File: config.mk
export PLATFORM = sky130hd
export DESIGN_NAME = sar_adc_sequence_timing
export DESIGN_NICKNAME = d
export VERILOG_FILES = /design/src/sar_adc_sequence_timing.v
export VERILOG_INCLUDE_DIRS = /design/src
export SDC_FILE = /design/constraint.sdc
export NUM_CORES = 1
export LEC_CHECK = 0
export ABC_AREA = 1
export BUFFER_PORTS_ARGS = -buffer_cell sky130_fd_sc_hd__buf_2
export CORE_ASPECT_RATIO = 1.25
export CORE_MARGIN = 2
export CORE_UTILIZATION = 35
export DETAILED_ROUTE_END_ITERATION = 6
export PLACE_DENSITY_LB_ADDON = 0.12
export SYNTH_ARGS = -nofsm -noshare
export SYNTH_HDL_FRONTEND = slang
export SYNTH_SLANG_ARGS = --single-unit
export TNS_END_PERCENT = 20
File: constraint.sdc
create_clock -name ref_clk_i -period 3 [get_ports ref_clk_i]
set_clock_uncertainty 0.15 [all_clocks]
set_input_delay 0.15 -clock ref_clk_i [delete_from_list [all_inputs] [get_ports ref_clk_i]]
set_output_delay 0.15 -clock ref_clk_i [all_outputs]
set_load 0.005 [all_outputs]
File: src/adc_seq_map.vh
// Register offsets, field positions, reset values and timing counts of the converter sequencer
`ifndef ADC_SEQ_MAP_VH
`define ADC_SEQ_MAP_VH
`define OFS_MODE 12'h000
`define OFS_CHSEL 12'h004
`define OFS_LIMMOD 12'h008
`define OFS_UPPER 12'h00c
`define OFS_LOWER 12'h010
`define OFS_REFCON 12'h014
`define OFS_IRQMOD 12'h018
`define OFS_TEST 12'h01c
`define OFS_STATUS 12'h020
`define OFS_LIMSTAT 12'h024
`define OFS_RESULT 12'h028
`define MODE_RUN 0
`define MODE_CONT 1
`define MODE_TRIG_EN 2
`define MODE_DISCH 3
`define MODE_TSEL_LO 4
`define MODE_TSEL_HI 7
`define MODE_CKSEL_LO 8
`define MODE_CKSEL_HI 10
`define LIM_EN 0
`define LIM_COND_LO 8
`define LIM_COND_HI 9
`define UPPER_RST 10'h3ff
`define LOWER_RST 10'h000
`define DISCH_CYCLES 8'h02
`define TEST_FULL 2'h1
`define TEST_ZERO 2'h2
`define TEST_VREF 2'h3
`define LIM_IN 2'h0
`define LIM_ABOVE_UP 2'h1
`define LIM_ABOVE_LO 2'h2
`define LIM_OUTSIDE 2'h3
`define DIV_DEFAULT 8
`endif

File: src/sar_adc_sequence_timing.v
// Sequencing and timing controller of a successive-approximation converter
// Overview of operation
// Discharge phase performed or skipped by discharge_select
// Discharge lasts exactly two operating clocks
// Writing 1 clears limit flag within one clock
// Selector gives 14..21, then 29..141 conversion clocks
// Discharge adds two clocks beyond conversion count
// Selector gives 1..8, then 16..128 sample clocks
// Software avoids prohibited settings with external reference
// Software uses only allowed settings with internal reference
// Self-test selects full, zero or reference input
// Software enables internal reference before self-test
// Self-test applies to channels 0 through 15
// Test conversions leave normal conversions undisturbed
// Test inputs give distinct results from normal
// Continuous mode repeats scan without software restart
// Hardware trigger may start one-time scan
// Conversion continues while processor halts
// Limit condition codes: in, above, above lower, outside
// Limit flags frozen while limit detection disabled
// Interrupt after scan, or after each channel; with limit detection enabled the code interrupts only on a limit hit
// Channel order: discharge, sample, approximate, store
//
// Our own choices: the address map and register access over APB.
`include "adc_seq_map.vh"
module sar_adc_sequence_timing #(
    parameter NCH = 16,
    parameter RES = 10
) (
    input wire ref_clk_i,
    input wire sys_rst_i,
    input wire psel_i,
    input wire penable_i,
    input wire pwrite_i,
    input wire [11:0] paddr_i,
    input wire [31:0] pwdata_i,
    output reg [31:0] prdata_o,
    output reg pready_o,
    output reg pslverr_o,
    input wire trigger_i,
    input wire halt_i,
    input wire comp_i,
    output reg [RES-1:0] dac_code_o,
    output reg discharge_o,
    output reg sample_o,
    output reg [3:0] analog_input_n_o,
    output reg [1:0] self_test_select_o,
    output reg [7:0] reference_control_o,
    output reg converter_op_clock_o,
    output reg irq_o
);
    localparam ST_IDLE = 3'd0;
    localparam ST_DISCH = 3'd1;
    localparam ST_SAMPLE = 3'd2;
    localparam ST_CONV = 3'd3;
    localparam ST_STORE = 3'd4;

    reg [15:0] mode_q;
    reg [NCH-1:0] chsel_q;
    reg [15:0] limmod_q;
    reg [RES-1:0] upper_q;
    reg [RES-1:0] lower_q;
    reg irqmod_q;
    reg [NCH-1:0] limit_hit_status_q;
    reg [RES-1:0] result_q [0:NCH-1];
    reg [2:0] state_q;
    reg [7:0] cnt_q;
    reg [3:0] ch_q;
    reg [RES-1:0] sar_q;
    reg [3:0] bit_q;
    reg [7:0] div_q;
    reg trig_s1_q, trig_s2_q, trig_s3_q;
    reg comp_s1_q, comp_s2_q;
    reg halt_s1_q, halt_s2_q;
    reg busy_q;

    wire tick = (div_q == 8'h00);
    wire [3:0] tsel = mode_q[`MODE_TSEL_HI:`MODE_TSEL_LO];
    wire [2:0] cksel = mode_q[`MODE_CKSEL_HI:`MODE_CKSEL_LO];
    wire [1:0] lim_cond = limmod_q[`LIM_COND_HI:`LIM_COND_LO];
    wire wr = psel_i & penable_i & pwrite_i;
    wire trig_edge = trig_s2_q & ~trig_s3_q;
    reg [7:0] conv_cnt;
    reg [7:0] samp_cnt;
    reg hit;
    reg [3:0] next_ch;
    reg more;
    integer i;

    // Counts from the four-bit selector
    always @*
    begin
        if (!tsel[3])
        begin
            conv_cnt = {5'h00, tsel[2:0]} + 8'h0e;
            samp_cnt = {5'h00, tsel[2:0]} + 8'h01;
        end
        else
        begin
            conv_cnt = {1'b0, tsel[2:0], 4'h0} + 8'h1d;
            samp_cnt = {1'b0, tsel[2:0], 4'h0} + 8'h10;
        end
    end

    // Limit compare on the value being stored
    always @*
    begin
        case (lim_cond)
            `LIM_IN: hit = (sar_q >= lower_q) && (sar_q <= upper_q);
            `LIM_ABOVE_UP: hit = sar_q > upper_q;
            `LIM_ABOVE_LO: hit = sar_q > lower_q;
            default: hit = (sar_q > upper_q) || (sar_q < lower_q);
        endcase
    end

    reg [3:0] first_ch;
    // Next and lowest selected channel in one loop, so the index has one driver
    always @*
    begin
        next_ch = ch_q;
        more = 1'b0;
        first_ch = 4'h0;
        for (i = NCH - 1; i >= 0; i = i - 1)
        begin
            if (chsel_q[i] && (i > ch_q))
            begin
                next_ch = i[3:0];
                more = 1'b1;
            end
            if (chsel_q[i])
            begin
                first_ch = i[3:0];
            end
        end
    end

    // Operating clock enable; halt does not stop it, so scans finish in halt
    always @(posedge ref_clk_i)
    begin
        if (sys_rst_i)
        begin
            div_q <= 8'h00;
            converter_op_clock_o <= 1'b0;
        end
        else
        begin
            if (tick)
            begin
                div_q <= (8'h01 << cksel) - 8'h01;
            end
            else
            begin
                div_q <= div_q - 8'h01;
            end
            converter_op_clock_o <= tick;
        end
    end

    always @(posedge ref_clk_i)
    begin
        if (sys_rst_i)
        begin
            trig_s1_q <= 1'b0;
            trig_s2_q <= 1'b0;
            trig_s3_q <= 1'b0;
            comp_s1_q <= 1'b0;
            comp_s2_q <= 1'b0;
            halt_s1_q <= 1'b0;
            halt_s2_q <= 1'b0;
        end
        else
        begin
            trig_s1_q <= trigger_i;
            trig_s2_q <= trig_s1_q;
            trig_s3_q <= trig_s2_q;
            comp_s1_q <= comp_i;
            comp_s2_q <= comp_s1_q;
            halt_s1_q <= halt_i;
            halt_s2_q <= halt_s1_q;
        end
    end

    // Register file and sequencer share one process so run bits have one driver
    always @(posedge ref_clk_i)
    begin
        if (sys_rst_i)
        begin
            mode_q <= 16'h0000;
            chsel_q <= {NCH{1'b0}};
            limmod_q <= 16'h0000;
            upper_q <= `UPPER_RST;
            lower_q <= `LOWER_RST;
            irqmod_q <= 1'b0;
            reference_control_o <= 8'h00;
            self_test_select_o <= 2'h0;
            limit_hit_status_q <= {NCH{1'b0}};
            state_q <= ST_IDLE;
            cnt_q <= 8'h00;
            ch_q <= 4'h0;
            sar_q <= {RES{1'b0}};
            bit_q <= 4'h0;
            busy_q <= 1'b0;
            dac_code_o <= {RES{1'b0}};
            discharge_o <= 1'b0;
            sample_o <= 1'b0;
            analog_input_n_o <= 4'h0;
            irq_o <= 1'b0;
            pready_o <= 1'b0;
            pslverr_o <= 1'b0;
            prdata_o <= 32'h00000000;
        end
        else
        begin
            irq_o <= 1'b0;
            pready_o <= psel_i & ~penable_i;
            pslverr_o <= 1'b0;
            if (psel_i & ~penable_i)
            begin
                case (paddr_i)
                    `OFS_MODE: prdata_o <= {16'h0000, mode_q[15:1], busy_q};
                    `OFS_CHSEL: prdata_o <= {{(32-NCH){1'b0}}, chsel_q};
                    `OFS_LIMMOD: prdata_o <= {16'h0000, limmod_q};
                    `OFS_UPPER: prdata_o <= {{(32-RES){1'b0}}, upper_q};
                    `OFS_LOWER: prdata_o <= {{(32-RES){1'b0}}, lower_q};
                    `OFS_REFCON: prdata_o <= {24'h000000, reference_control_o};
                    `OFS_IRQMOD: prdata_o <= {31'h00000000, irqmod_q};
                    `OFS_TEST: prdata_o <= {30'h00000000, self_test_select_o};
                    `OFS_STATUS: prdata_o <= {24'h000000, halt_s2_q, state_q, ch_q};
                    `OFS_LIMSTAT: prdata_o <= {{(32-NCH){1'b0}}, limit_hit_status_q};
                    default:
                    begin
                        if (paddr_i[11:8] == 4'h1)
                        begin
                            prdata_o <= {{(32-RES){1'b0}}, result_q[paddr_i[5:2]]};
                        end
                        else
                        begin
                            prdata_o <= 32'h00000000;
                            pslverr_o <= (paddr_i != `OFS_RESULT);
                        end
                    end
                endcase
            end
            if (wr & pready_o)
            begin
                case (paddr_i)
                    `OFS_MODE: mode_q <= pwdata_i[15:0];
                    `OFS_CHSEL: chsel_q <= pwdata_i[NCH-1:0];
                    `OFS_LIMMOD: limmod_q <= pwdata_i[15:0];
                    `OFS_UPPER: upper_q <= pwdata_i[RES-1:0];
                    `OFS_LOWER: lower_q <= pwdata_i[RES-1:0];
                    `OFS_REFCON: reference_control_o <= pwdata_i[7:0];
                    `OFS_IRQMOD: irqmod_q <= pwdata_i[0];
                    `OFS_TEST: self_test_select_o <= pwdata_i[1:0];
                    `OFS_LIMSTAT:
                        limit_hit_status_q <= limit_hit_status_q & ~pwdata_i[NCH-1:0];
                    default: ;
                endcase
            end
            // Start from software run bit or the synchronised trigger edge
            if (state_q == ST_IDLE && !busy_q && chsel_q != {NCH{1'b0}})
            begin
                if (mode_q[`MODE_RUN] || (mode_q[`MODE_TRIG_EN] && trig_edge))
                begin
                    busy_q <= 1'b1;
                    ch_q <= first_ch;
                    analog_input_n_o <= first_ch;
                end
            end
            if (busy_q && tick)
            begin
                case (state_q)
                    ST_IDLE:
                    begin
                        sar_q <= {RES{1'b0}};
                        if (mode_q[`MODE_DISCH])
                        begin
                            state_q <= ST_DISCH;
                            discharge_o <= 1'b1;
                            cnt_q <= `DISCH_CYCLES - 8'h01;
                        end
                        else
                        begin
                            state_q <= ST_SAMPLE;
                            sample_o <= 1'b1;
                            cnt_q <= samp_cnt - 8'h01;
                        end
                    end
                    ST_DISCH:
                    begin
                        if (cnt_q == 8'h00)
                        begin
                            discharge_o <= 1'b0;
                            sample_o <= 1'b1;
                            state_q <= ST_SAMPLE;
                            cnt_q <= samp_cnt - 8'h01;
                        end
                        else
                        begin
                            cnt_q <= cnt_q - 8'h01;
                        end
                    end
                    ST_SAMPLE:
                    begin
                        if (cnt_q == 8'h00)
                        begin
                            sample_o <= 1'b0;
                            state_q <= ST_CONV;
                            cnt_q <= conv_cnt - 8'h01;
                            bit_q <= RES[3:0] - 4'h1;
                            dac_code_o <= {1'b1, {(RES-1){1'b0}}};
                        end
                        else
                        begin
                            cnt_q <= cnt_q - 8'h01;
                        end
                    end
                    ST_CONV:
                    begin
                        // Comparator passes two flops: op clocks above a quarter rate decide stale bits
                        if (cnt_q >= conv_cnt - RES[7:0] && bit_q != 4'hf)
                        begin
                            sar_q[bit_q] <= comp_s2_q;
                            if (bit_q != 4'h0)
                            begin
                                dac_code_o <= (sar_q | ({{(RES-1){1'b0}}, comp_s2_q} << bit_q))
                                    | ({{(RES-1){1'b0}}, 1'b1} << (bit_q - 4'h1));
                            end
                            bit_q <= bit_q - 4'h1;
                        end
                        if (cnt_q == 8'h00)
                        begin
                            state_q <= ST_STORE;
                        end
                        else
                        begin
                            cnt_q <= cnt_q - 8'h01;
                        end
                    end
                    default:
                    begin
                        result_q[ch_q] <= sar_q;
                        if (limmod_q[`LIM_EN] && hit)
                        begin
                            limit_hit_status_q[ch_q] <= 1'b1;
                        end
                        state_q <= ST_IDLE;
                        irq_o <= limmod_q[`LIM_EN] ? hit : (irqmod_q | ~more);
                        if (more)
                        begin
                            ch_q <= next_ch;
                            analog_input_n_o <= next_ch;
                        end
                        else if (mode_q[`MODE_CONT])
                        begin
                            ch_q <= first_ch;
                            analog_input_n_o <= first_ch;
                        end
                        else
                        begin
                            busy_q <= 1'b0;
                            mode_q[`MODE_RUN] <= 1'b0;
                        end
                    end
                endcase
            end
        end
    end
endmodule // sar_adc_sequence_timing

Yosys cells after proc, flatten, opt, wreduce, memory -nomap -nowiden
Memories as Yosys holds them, arrays and structs flattened.
Cells that the tools add are included.
{"block": "totals", "regBits": 192, "ram_bits": 160, "inputBits": 52, "out_inout_bits": 62, "elab_cells": 288, "n_memories": 1}
{"name": "result_q", "words": 16, "width": 10, "read_ports": 1, "rd_ports_with_merged_regs": 0, "write_ports": 1, "line": "sar_adc_sequence_timing.v:65", "source": "reg [RES-1:0] result_q [0:NCH-1];"}
{"block": "op_classes", "n_addsub": 11, "order_cmp": 25, "eq_ne": 25, "n_shift": 3, "muxes": 117, "n_bitwise": 16, "n_reduce_logical": 57}
{"cell": "4-bit 2-to-1 mux", "count": 45}
{"cell": "16-bit case mux with 10 select lines", "count": 1}
{"cell": "16-bit 2-to-1 mux", "count": 6}
{"cell": "8-bit 2-to-1 mux", "count": 7}
{"cell": "10-bit 2-to-1 mux", "count": 5}
{"cell": "12-bit by 5-bit == test with 1-bit output (second input constant)", "count": 4}
{"cell": "10-bit case mux with 2 select lines", "count": 2}
{"cell": "8-bit by 1-bit subtractor with 8-bit output (second input constant)", "count": 5}
{"cell": "1-bit 2-to-1 mux", "count": 38}
{"cell": "4-bit > comparator (first input constant)", "count": 8}
{"cell": "8-bit case mux with 4 select lines", "count": 1}
{"cell": "12-bit by 4-bit == test with 1-bit output (second input constant)", "count": 2}
{"cell": "12-bit by 6-bit == test with 1-bit output (second input constant)", "count": 2}
{"cell": "1-bit logical AND", "count": 24}
{"cell": "10-bit > comparator", "count": 2}
{"cell": "10-bit bitwise OR", "count": 2}
{"cell": "7-bit by 5-bit adder with 8-bit output (second input constant)", "count": 2}
{"cell": "16-bit bitwise AND", "count": 1}
{"cell": "3-bit by 4-bit > comparator with 1-bit output (first input constant)", "count": 4}
{"cell": "8-bit logical NOT", "count": 2}
{"cell": "2-bit inequality test (second input constant)", "count": 8}
{"cell": "16-bit NOT", "count": 1}
{"cell": "16-bit bitwise OR", "count": 1}
{"cell": "2-bit AND reduction", "count": 8}
{"cell": "other kinds (49)", "count": 73}

Longest topological paths before layout
Gate-level depths: netlist of run 1.
{"block": "depth", "word_depth": 22, "mapped_depth": 21, "ltp_nobuf": 21}

Worst setup path after synthesis of run 1
OpenSTA, ideal clock, no wires.
{"block": "synth_path", "path_kind": "reg-to-reg", "start": "register mode_q[5]", "end": "register sar_q[0]", "setup_time_ps": 70, "arrival_time_ps": 2928, "required_time_ps": 2780, "slack_ps": -149, "path_stages_with_launch": 21, "path_buffers": 0, "period_less_slack_ps": 3149, "cell_sequence": "dfxtp_1 > inv_1 > ha_1 > nand2_1 > inv_1 > ha_1 > inv_1 > nor2_1 > nand3_1 > xor2_1 > ha_1 > nand2_1 > nor2_1 > nand4_1 > o2111ai_1 > nand3_1 > nand2_1 > nand2_1 > nor3_4 > nand3_1 > a21oi_1"}
{"block": "synth_between", "elab_chain_cells": 7}
{"item": "start: declaration", "line": "sar_adc_sequence_timing.v:58", "source": "reg [15:0] mode_q;"}
{"item": "start signal: assignment", "line": "sar_adc_sequence_timing.v:247", "source": "`OFS_MODE: mode_q <= pwdata_i[15:0];"}
{"item": "7-bit by 5-bit adder with 8-bit output or 3-bit by 4-bit adder with 5-bit output (tied branches)", "line": "sar_adc_sequence_timing.v:100, sar_adc_sequence_timing.v:95"}
{"item": "8-bit 2-to-1 mux (*)", "line": "sar_adc_sequence_timing.v:93", "source": "if (!tsel[3])"}
{"item": "8-bit by 4-bit subtractor with 8-bit output (*)", "line": "sar_adc_sequence_timing.v:321", "source": "if (cnt_q >= conv_cnt - RES[7:0] && bit_q != 4'hf)"}
{"item": "8-bit >= comparator (*)", "line": "sar_adc_sequence_timing.v:321"}
{"item": "1-bit logical AND (*)", "line": "sar_adc_sequence_timing.v:321"}
{"item": "2-bit inequality test (no source line) (*)"}
{"item": "3-bit AND reduction (no source line) (*)"}
{"item": "end signal: assignment", "line": "sar_adc_sequence_timing.v:200", "source": "sar_q <= {RES{1'b0}};"}
{"item": "end signal: assignment", "line": "sar_adc_sequence_timing.v:275", "source": "sar_q <= {RES{1'b0}};"}
{"item": "end signal: indexed assignment", "line": "sar_adc_sequence_timing.v:323", "source": "sar_q[bit_q] <= comp_s2_q;"}
{"item": "end: declaration", "line": "sar_adc_sequence_timing.v:69", "source": "reg [RES-1:0] sar_q;"}
Every way passes the cells marked *; elsewhere a longest branch is shown, timed or not.
A chain may end at the register's enable or synchronous reset.

Worst setup path after layout of run 1
{"block": "layout_path", "start": "register mode_q[6]", "end": "register sar_q[1]"}
Same word-level chain as after synthesis.

==> results.py, run 1 <==
metrics = {
    "min_path": {
        "hold_class": "input port to flip-flop",
    },
    "clock_network": {
        "clk_latency_ns": 0.55,
        "clk_path_buf_depth": 3,
        "cts_root_buf": "clkbuf_16",
        "clock_sinks": 336,
        "tritoncts": "yes",
        "numCtsBuffers": 36,
        "path_clk_slew_ns": 0.06,
        "h-tree-depth": 2,
    },
    "finish": {
        "instances_no_fill": 2593,
        "final_cell_mix": "nand2_1 (332), inv_1 (174), dfxtp_1 (174)",
        "fin_nets": 2082,
        "area_growth_pct": 20.3,
        "drive_above_1_share": 0.166,
        "antenna_cells": 0,
        "fillerInstances": 4541,
        "final_common_cell": "nand2_1",
    },
    "detailed_routing": {
        "via_per_inst": 5.27,
        "drt_wl_total_um": 53000,
        "dr.pass1.iters": 7,
        "vias": 13700,
        "ant_nets": 0,
        "initialDrtViolationCount": 835,
        "drc": 0,
        "avgRoutedWirePerCell_um": 20.4,
    },
    "worst_setup_path": {
        "path_class": "flip-flop to flip-flop",
        "cp-start-kind": "flip-flop",
        "end_kind": "flip-flop",
        "cp_data_arrival_time_ns": 3.36,
        "required_ns": 3.32,
        "crit_fanout": 5,
    },
    "power_and_ir_drop": {
        "powerDensity_nw_per_um2": 526,
        "peakVddDrop_mv": 0.374,
        "cellLeakagePower_nw": 7.60,
    },
    "timing": {
        "fin_worst_hold_slack_ns": 0.0166,
        "setup_violations": 9,
        "rsz0062_at_grt": "yes",
        "slew_headroom": 0.531,
        "drv_slew": 0,
        "worst_pin_slew_ns": 0.700,
        "fin_crit_sh": 1.01,
        "fmax_ghz": 0.329,
        "fin_ws_ns": -0.0420,
        "hold_violations": 0,
        "period_needed_ns": 3.04,
        "setup_tns_ns": -0.239,
    },
    "grt": {
        "grt_pass1_wl_um": 80000,
        "grt_remaining_overflow": 0,
        "antenna_found_initial": 0,
        "grtUsageTotal": 0.222,
        "grt_pass1_vias": 13200,
        "grt_max_degree": 130,
    },
    "placement": {
        "dp_slack_ns": -0.0325,
        "io_buffers": 81,
        "routabilityCongestion": 0.897,
        "hpwl_um": 37800,
        "dp.cells": 2492,
    },
    "run": {
        "drv_cap": 0,
    },
    "synthesis": {
        "avgSynthCellArea_um2": 8.73,
        "synth-edff-count": 160,
        "yosysWarnings": 0,
        "ys.flop_type": "dfxtp_1",
        "ys_seq_area_frac": 0.524,
        "yosysUniqueCellTypes": 56,
        "synth_area_um2": 15900,
        "synthCells": 1819,
        "synthArstFlopShare": 0,
        "ys_ff_latch": 336,
    },
    "floorplanning": {
        "initial_core_util": 0.353,
        "ios": 114,
        "dieWidth_um": 195,
        "core_area_um2": 45000,
        "dieArea_um2": 47100,
        "rows": 87,
        "die_h_um": 242,
    },
    "outcome": {
        "violations": "negative setup slack",
        "status": "complete, but fails checks",
    },
}
[what timing repair did]
item	4_1_cts	5_1_grt
setup buffers	0	6
endpoints found under the setup margin	10	81
pin swaps	6	15
hold buffers	27	0
cloned	1	1
endpoints found under the hold margin	103	0
resized for setup	5	30
[layer usage]
layer	wire [µm]	track usage	vias up
met5	0	0	-
met4	1590	0.0740	0
met3	2170	0.0267	82
met2	26500	0.392	338
met1	22800	0.281	6596
li1	-	-	6654
[synth_stat cells, types with 7 or more instances]
master	n	share of area
o21ai_0	160	0.050
nand4_1	19	0.0075
o21ai_1	16	0.0050
nor3_2	16	0.010
inv_2	23	0.0054
a21oi_1	154	0.049
clkbuf_1	58	0.014
xor2_1	12	0.0066
inv_1	180	0.043
buf_2	10	0.0032
a22oi_1	61	0.029
a31oi_1	25	0.0098
a211oi_1	9	0.0043
o211ai_1	12	0.0057
nand3_1	85	0.027
dfxtp_1	176	0.22
nand2_1	341	0.081
ha_1	43	0.034
edfxtp_1	160	0.30
nor3_1	19	0.0060
o221ai_1	10	0.0055
nor4_1	12	0.0047
nor2_1	118	0.028
buf_4	18	0.0085
o22ai_1	19	0.0075
a41oi_1	7	0.0039
[final cells by class]
cell class | count | area, µm² | area share
Clock buffer | 53 | 1100 | 0.0574
Clock inverter | 13 | 113 | 0.00589
Inverter | 206 | 782 | 0.0409
Multi-Input combinational cell | 1204 | 6610 | 0.346
Sequential cell | 336 | 8330 | 0.436
Tap cell | 578 | 723 | 0.0378
Timing Repair Buffer | 202 | 1440 | 0.0755
Timing Repair inverter | 1 | 7.51 | 0.000393
[sequential cells by signal, summed over array words and instances (netlist names), 2 cells and up]
signal / cells
limmod_q: 16
dac_code_o: 10
upper_q: 10
chsel_q: 16
mode_q: 16
reference_control_o: 8
limit_hit_status_q: 16
ch_q: 4
self_test_select_o: 2
lower_q: 10
cnt_q: 8
analog_input_n_o: 4
result_q: 160
state_q: 3
bit_q: 4
sar_q: 10
prdata_o: 16
div_q: 8
[metrics by stage]
step | util | instance area (µm²) | power [mW]
2_1_floorplan | - | 16000 | 5.37
3_3_place_gp | 0.388 | 17400 | 5.58
3_5_place_dp | 0.388 | 17400 | 5.58
4_1_cts | 0.421 | 18900 | 10.1
5_1_grt | 0.425 | 19100 | 10.4
6_report | 0.425 | 19100 | 10.0
[worst paths after layout]
check	start	to	slack, ns	cells past startpoint
setup / recovery	mode_q[6]$_SDFFE_PP0P_	sar_q[1]$_SDFFE_PP0P_	-0.04	21
hold / removal	psel_i	limit_hit_status_q[9]$_SDFF_PP0_	0.02	4
setup reg to reg	mode_q[6]$_SDFFE_PP0P_	sar_q[1]$_SDFFE_PP0P_	-0.04	21
hold reg to reg	trig_s1_q$_SDFF_PP0_	trig_s2_q$_SDFF_PP0_	0.25	2
[cell families after synthesis]
family          count (synthesis)  share of synthesized area
flops                         336                      0.524
other cells                     1                   0.000236
xor+xnor                       15                    0.00827
buf+inv                       294                     0.0745
compound gates                503                      0.186
simple gates                  627                      0.173
fa+ha+maj                      43                     0.0339
[report_power, final]
| group | switching [mW] | internal [mW] | leakage [nW] | total [mW] |
|---|---|---|---|---|
| sequential | 0.0349 | 4.82 | 2.91 | 4.86 |
| clock | 1.90 | 2.64 | 0.593 | 4.54 |
| combinational | 0.426 | 0.228 | 4.10 | 0.654 |
| total | 2.36 | 7.69 | 7.60 | 10.0 |
[worst max-delay path, stage by stage, from the launching register on]
cell       delay [ns]
dfxtp_2          0.33
inv_2            0.05
ha_4             0.26
nand2_4          0.05
inv_4            0.06
ha_4             0.12
inv_4            0.04
nor2_4           0.10
nand3_2          0.07
xor2_1           0.15
ha_1             0.32
nand2_2          0.08
nor2_2           0.10
nand4_1          0.11
o2111ai_2        0.11
nand3_2          0.12
nand2_2          0.09
nand2_4          0.06
nor3_4           0.26
buf_6            0.16
nand2_1          0.06
a21oi_2          0.12
(Power assumes the default switching activity.)
==> run 2, diff against run 1 <==
==> constraint.sdc (replaced) <==
create_clock -name ref_clk_i -period 3 [get_ports ref_clk_i]
set_clock_uncertainty 0.15 [all_clocks]
set_input_delay 0.3 -clock ref_clk_i [delete_from_list [all_inputs] [get_ports ref_clk_i]]
set_output_delay 0.3 -clock ref_clk_i [all_outputs]
set_load 0.005 [all_outputs]
==> run 2 against run 1 <==
Net effect:
- the flow still finishes with violations (negative setup slack)
- utilization down 0.32 points
- worst setup slack better by 0.038 ns
- critical path type unchanged
- hold slack better by 0.017 ns
==> results.py, run 2 (same netlist as run 1, synthesis figures left out) <==
metrics = {
    "worst_setup_path": {
        "path_delay_family": "simple AND/OR/NAND/NOR gates",
        "cp-start-kind": "flip-flop",
        "reg2reg_depth": 21,
        "cp_data_arrival_time_ns": 3.32,
        "worstPathCellList": "inv_2, ha_4, nand2_4, inv_4, ha_4, inv_4, nor2_4, nand3_2, xor2_1, ha_1, nand2_2, nor2_2, nand4_1, o2111ai_2, nand3_2, nand2_2, nand2_4, nor3_4, buf_6, nand2_1, a21oi_2",
        "path_buf_inv": 4,
        "timing.rr.end": "sar_q[5]$_SDFFE_PP0P_",
        "end_kind": "flip-flop",
        "cp_slowest_cell": "dfxtp_2",
        "path_class": "flip-flop to flip-flop",
        "slowest_delay_ns": 0.33,
        "required_ns": 3.31,
        "worst-r2r-setup-slack_ns": -0.004,
        "crit_fanout": 5,
        "timing.rr.start": "mode_q[6]$_SDFFE_PP0P_",
    },
    "grt": {
        "grtUsageTotal": 0.226,
        "grt_pass1_vias": 13400,
        "grt_max_degree": 130,
        "grt_remaining_overflow": 0,
        "antenna_found_initial": 0,
        "grt_pass1_wl_um": 81200,
    },
    "detailed_routing": {
        "drt_wl_total_um": 53700,
        "avgRoutedWirePerCell_um": 20.8,
        "initialDrtViolationCount": 952,
        "drc": 0,
        "ant_nets": 0,
        "via_per_inst": 5.28,
        "dr.pass1.iters": 5,
        "vias": 13600,
    },
    "placement": {
        "dp_slack_ns": -0.0676,
        "hpwl_um": 38500,
        "io_buffers": 81,
        "routabilityCongestion": 0.878,
    },
    "timing": {
        "fin_ws_ns": -0.00380,
        "setup_violations": 1,
        "fin_crit_sh": 1.00,
        "hold_violations": 0,
        "slew_headroom": 0.545,
        "drv_slew": 0,
        "fmax_ghz": 0.333,
        "setup_tns_ns": -0.00380,
        "period_needed_ns": 3.00,
        "rsz0062_at_grt": "yes",
        "worst_pin_slew_ns": 0.675,
        "fin_worst_hold_slack_ns": 0.0340,
    },
    "power_and_ir_drop": {
        "seqPwrFrac": 0.491,
        "p_sw_frac": 0.234,
        "powerDensity_nw_per_um2": 522,
        "internal_power_mw": 7.58,
        "power_frac_clock": 0.443,
        "cellLeakagePower_nw": 7.52,
        "p_switching_mw": 2.32,
        "peakVddDrop_mv": 0.397,
        "comb_power_share": 0.066,
    },
    "min_path": {
        "min_to": "mode_q[9]$_SDFFE_PP0P_",
        "hold_path_depth": 3,
        "hp-start": "pwdata_i[9]",
        "hold_class": "input port to flip-flop",
    },
    "finish": {
        "largest_reg_flops": 160,
        "final_common_cell": "nand2_1",
        "drive_above_1_share": 0.166,
        "final_cell_mix": "nand2_1 (333), inv_1 (174), dfxtp_1 (173)",
        "antenna_cells": 0,
        "area_growth_pct": 19.4,
        "fin_nets": 2075,
        "largest-register": "result_q",
    },
    "floorplanning": {
        "initial_core_util": 0.353,
        "ios": 114,
        "core_area_um2": 45000,
        "dieWidth_um": 195,
        "die_h_um": 242,
        "rows": 87,
        "dieArea_um2": 47100,
    },
    "outcome": {
        "violations": "negative setup slack",
        "status": "complete, but fails checks",
    },
    "clock_network": {
        "cts_root_buf": "clkbuf_16",
        "h-tree-depth": 2,
        "path_clk_slew_ns": 0.06,
        "tritoncts": "yes",
        "numCtsBuffers": 36,
        "clk_path_buf_depth": 3,
        "clock_sinks": 336,
        "clk_latency_ns": 0.54,
    },
    "run": {
        "drv_cap": 0,
    },
}
## run 2: cell count changes in the layout (fill, tap and decap cells not counted), sizes merged
cell and delta:
bufinv -1, buf +5, clkinv -1, dlygate4sd3 -12
clkbuf +1, clkinvlp -2
## run 2: what timing repair did
action,CTS,global route
gates resized for setup,5,32
buffers inserted,1,2
pin swaps,5,14
hold endpoints to repair,35,0
setup endpoints to repair,13,32
cloned,1,1
hold buffers,15,0
## run 2: metrics by stage
stage	utilization	std cells	cell area (µm²)	total power [mW]
after floorplan	-	1834	16000	5.37
after global placement	0.390	2500	17500	5.59
after detailed placement	0.390	2500	17500	5.60
after CTS	0.419	2580	18800	10.0
after global routing	0.422	2583	19000	10.3
final	0.422	2583	19000	9.90
## run 2: cell type report
type	count	area [µm²]
clock buffers	54	1100
clock inverters	9	55.1
fillers	4587	26000
inverters	206	782
multi-input cells	1204	6600
flip-flops and latches	336	8330
well taps	578	723
repair buffers	195	1360
repair inverters	1	7.51
## run 2: worst max-delay path by stage
stage	slack, ns	to	cells past startpoint	from
after floorplan	0.01	sar_q[0]$_SDFFE_PP0P_	20	mode_q[5]$_SDFFE_PP0P_
after global placement	-0.02	sar_q[5]$_SDFFE_PP0P_	21	mode_q[6]$_SDFFE_PP0P_
after detailed placement	-0.07	sar_q[5]$_SDFFE_PP0P_	21	mode_q[6]$_SDFFE_PP0P_
after CTS	-0.03	bit_q[0]$_SDFFE_PP0P_	20	mode_q[6]$_SDFFE_PP0P_
after global routing	-0.23	sar_q[5]$_SDFFE_PP0P_	21	mode_q[6]$_SDFFE_PP0P_
final	-0.004	sar_q[5]$_SDFFE_PP0P_	21	mode_q[6]$_SDFFE_PP0P_
## run 2: layer usage
layer	vias to the layer above	routed length, µm	track usage
met5	-	0	0
met4	0	1260	0.0620
met3	73	2050	0.0253
met2	315	27100	0.401
met1	6617	23300	0.290
li1	6638	-	-
## run 2: power by group through the flow
stage / sequential (mW) / clock [mW] / combinational [mW]
floorplan: 4.95 / 0 / 0.427
global placement: 4.96 / 0 / 0.635
detailed placement: 4.96 / 0 / 0.642
CTS: 4.86 / 4.49 / 0.659
global route: 4.86 / 4.66 / 0.742
finish: 4.86 / 4.39 / 0.652
## run 2: worst min-delay path, cell delays in order
cell     delay [ns]
buf_2          0.16
o21ai_0        0.17
a21oi_1        0.05
==> run 3, diff against run 2 <==
--- a/config.mk
+++ b/config.mk
@@ -6,7 +6,6 @@
 export SDC_FILE = /design/constraint.sdc
 export NUM_CORES = 1
 export LEC_CHECK = 0
-export ABC_AREA = 1
 export BUFFER_PORTS_ARGS = -buffer_cell sky130_fd_sc_hd__buf_2
 export CORE_ASPECT_RATIO = 1.25
 export CORE_MARGIN = 2
==> run 3 against run 2 <==
Net effect:
- the flow still finishes with violations (negative setup slack)
- final cell count is 8.2% lower
- worst setup slack got worse by 0.036 ns
- die area increased by 2.4%
- clock power grew 8.0%
- wire length hardly changed
- hold slack better by 0.035 ns
- critical path depth shrank 5
- via count decreased by 2.5%
- power is 3.8% higher
==> results.py, run 3 <==
metrics = {
    "outcome": {
        "status": "complete, but fails checks",
        "violations": "negative setup slack",
    },
    "synthesis": {
        "synthCells": 1584,
        "yosysMostFrequentCell": "nand2_1",
        "post_synth_main_area_contributors": "edfxtp_1 (30%), dfxtp_1 (22%), mux4_2 (6.9%)",
        "ys_ff_latch": 336,
        "yosysUniqueCellTypes": 78,
        "synth_common_cells": "nand2_1 (215), dfxtp_1 (176), a21oi_1 (162)",
        "avgSynthCellArea_um2": 10.3,
        "synthArstFlopShare": 0,
        "yosysTopAreaCell": "edfxtp_1",
        "synth_area_um2": 16300,
        "yosysWarnings": 0,
        "synth-edff-count": 160,
        "netlist.area_leader.share": 0.295,
        "ys.flop_type": "dfxtp_1",
        "ys_seq_area_frac": 0.512,
    },
    "timing": {
        "setup_violations": 7,
        "rsz0062_at_grt": "yes",
        "slew_headroom": 0.407,
        "fin_ws_ns": -0.0398,
        "worst_pin_slew_ns": 0.882,
        "fmax_ghz": 0.329,
        "drv_slew": 0,
        "fin_crit_sh": 1.01,
        "period_needed_ns": 3.04,
        "fin_worst_hold_slack_ns": 0.0689,
        "hold_violations": 0,
    },
    "power_and_ir_drop": {
        "p_sw_frac": 0.236,
        "comb_power_share": 0.065,
        "powerDensity_nw_per_um2": 517,
        "seqPwrFrac": 0.474,
        "power_frac_clock": 0.461,
        "cellLeakagePower_nw": 6.83,
        "peakVddDrop_mv": 0.443,
        "internal_power_mw": 7.85,
        "p_switching_mw": 2.42,
    },
    "worst_setup_path": {
        "crit_fanout": 5,
        "path_delay_family": "simple AND/OR/NAND/NOR gates",
        "worstPathCellList": "inv_2, ha_4, nor2b_4, ha_4, buf_6, nand2_2, a31oi_4, ha_4, a21o_1, a21oi_2, o21ai_4, a31oi_4, or3_4, nor4b_4, buf_4, a221o_1",
        "cp.depth": 16,
        "required_ns": 3.36,
        "path_class": "flip-flop to flip-flop",
        "end_kind": "flip-flop",
        "cp_data_arrival_time_ns": 3.40,
        "cpMostUsedCell": "ha_4",
        "path_buf_inv": 3,
        "reg2reg_depth": 16,
        "timing.rr.start": "mode_q[5]$_SDFFE_PP0P_",
        "timing.rr.end": "sar_q[5]$_SDFFE_PP0P_",
        "cp_slowest_cell": "or3_4",
        "cp-start-kind": "flip-flop",
        "slowest_delay_ns": 0.39,
        "worst-r2r-setup-slack_ns": -0.04,
    },
    "run": {
        "drv_cap": 0,
    },
    "floorplanning": {
        "ios": 114,
        "die_h_um": 245,
        "dieWidth_um": 197,
        "core_area_um2": 46000,
        "rows": 88,
        "initial_core_util": 0.353,
        "dieArea_um2": 48200,
    },
    "min_path": {
        "hold_class": "input port to flip-flop",
        "hold_path_depth": 3,
        "hp-start": "paddr_i[5]",
        "min_to": "pslverr_o$_SDFF_PP0_",
    },
    "grt": {
        "grt_max_degree": 59,
        "grt_remaining_overflow": 0,
        "grtUsageTotal": 0.222,
        "antenna_found_initial": 0,
        "grt_pass1_wl_um": 80500,
        "grt_pass1_vias": 13000,
    },
    "placement": {
        "dp.cells": 2274,
        "routabilityCongestion": 0.857,
        "dpl_cell_area_um2": 18200,
        "hpwl_um": 38100,
        "io_buffers": 81,
    },
    "detailed_routing": {
        "avgRoutedWirePerCell_um": 22.7,
        "dr.pass1.iters": 6,
        "drt_wl_total_um": 53700,
        "ant_nets": 0,
        "initialDrtViolationCount": 822,
        "vias": 13300,
        "drc": 0,
        "via_per_inst": 5.61,
    },
    "clock_network": {
        "clock_sinks": 336,
        "clk_path_buf_depth": 3,
        "path_clk_slew_ns": 0.06,
        "clk_latency_ns": 0.57,
        "numCtsBuffers": 39,
        "tritoncts": "yes",
        "h-tree-depth": 2,
        "cts_root_buf": "clkbuf_16",
    },
    "finish": {
        "stdcell_area_um2": 19900,
        "largest-register": "result_q",
        "largest_reg_flops": 160,
        "antenna_cells": 0,
        "area_growth_pct": 22.1,
        "final_common_cell": "nand2_1",
        "drive_above_1_share": 0.209,
        "final_cell_mix": "nand2_1 (212), dfxtp_1 (173), edfxtp_1 (160)",
        "fin_nets": 1851,
        "instances_no_fill": 2372,
    },
}
==> run 3: cell types whose count changed after synthesis, sizes merged, moves of 18 or more <==
cell    previous run  this run
mux4               0        50
clkbuf            58        84
a22oi             61        32
nor2b              0        21
o31ai              2        20
nand2            344       216
inv              203        48
nand3             86        20
o21ai            177        45
==> run 3: cells by family after synthesis <==
group / Yosys count / synth area share
other: 1 / 0.000230
adder cells (fa/ha/maj): 44 / 0.0337
AO/OA/AOI/OAI: 406 / 0.162
AND/OR/NAND/NOR: 565 / 0.170
XOR/XNOR: 13 / 0.00700
flip-flops: 336 / 0.512
multiplexers: 56 / 0.0729
buffers and inverters: 163 / 0.0418
==> run 3: area by class of cell <==
class                           count  area, µm²
Fill cell                        4453      26200
Timing Repair Buffer              230       1810
Multi-Input combinational cell   1100       7540
Inverter                           49        184
Tap cell                          585        732
Clock inverter                     20        211
Clock buffer                       52       1050
Sequential cell                   336       8330
==> run 3: worst max-delay path by stage <==
stage	to	startpoint
2_1_floorplan	sar_q[9]$_SDFFE_PP0P_	mode_q[7]$_SDFFE_PP0P_
3_3_place_gp	sar_q[6]$_SDFFE_PP0P_	mode_q[5]$_SDFFE_PP0P_
3_5_place_dp	sar_q[3]$_SDFFE_PP0P_	mode_q[5]$_SDFFE_PP0P_
4_1_cts	sar_q[8]$_SDFFE_PP0P_	mode_q[5]$_SDFFE_PP0P_
5_1_grt	sar_q[2]$_SDFFE_PP0P_	mode_q[5]$_SDFFE_PP0P_
6_report	sar_q[5]$_SDFFE_PP0P_	mode_q[5]$_SDFFE_PP0P_
==> run 3: power by group through the flow <==
stage,Combinational (mW),Clock [mW],Sequential [mW]
after floorplan,0.455,0,4.95
after global placement,0.649,0,4.96
after detailed placement,0.652,0,4.96
after CTS,0.676,4.86,4.86
after global routing,0.740,5.04,4.87
final,0.668,4.74,4.87
==> run 3: worst register-to-register path: cells and delay by family, from the launching register on <==
kind	cells	cell delay [ns]
flip-flops	1	0.36
AO/OA/AOI/OAI	6	0.66
AND/OR/NAND/NOR	4	0.88
buffers and inverters	3	0.35
adder cells (fa/ha/maj)	3	0.57
==> run 3: per-layer routing <==
metal | track usage | part of all wire | routed length (µm)
met1 | 0.284 | 0.43 | 22900
met2 | 0.382 | 0.49 | 26600
met3 | 0.0287 | 0.046 | 2470
met4 | 0.0851 | 0.033 | 1760
met5 | 0 | 0 | 0
==> run 3: metrics by stage <==
| stage | total power, mW | setup TNS (ns) | util | setup WS (ns) |
|---|---|---|---|---|
| global route | 10.6 | -2.45 | 0.431 | -0.192 |
| CTS | 10.4 | -0.473 | 0.428 | -0.0536 |
| global placement | 5.61 | -1.75 | 0.395 | -0.153 |
| detailed placement | 5.61 | -1.73 | 0.395 | -0.165 |
| floorplan | 5.41 | -3.65 | - | -0.179 |
| finish | 10.3 | -0.181 | 0.431 | -0.0398 |
==> run 3: repair_timing <==
action / 4_1_cts / 5_1_grt
setup endpoints to repair: 19 / 37
gates cloned: 1 / 0
pin swaps: 9 / 4
hold buffers: 20 / 0
endpoints found under the hold margin: 86 / 0
resized for setup: 10 / 25
buffers inserted: 2 / 3
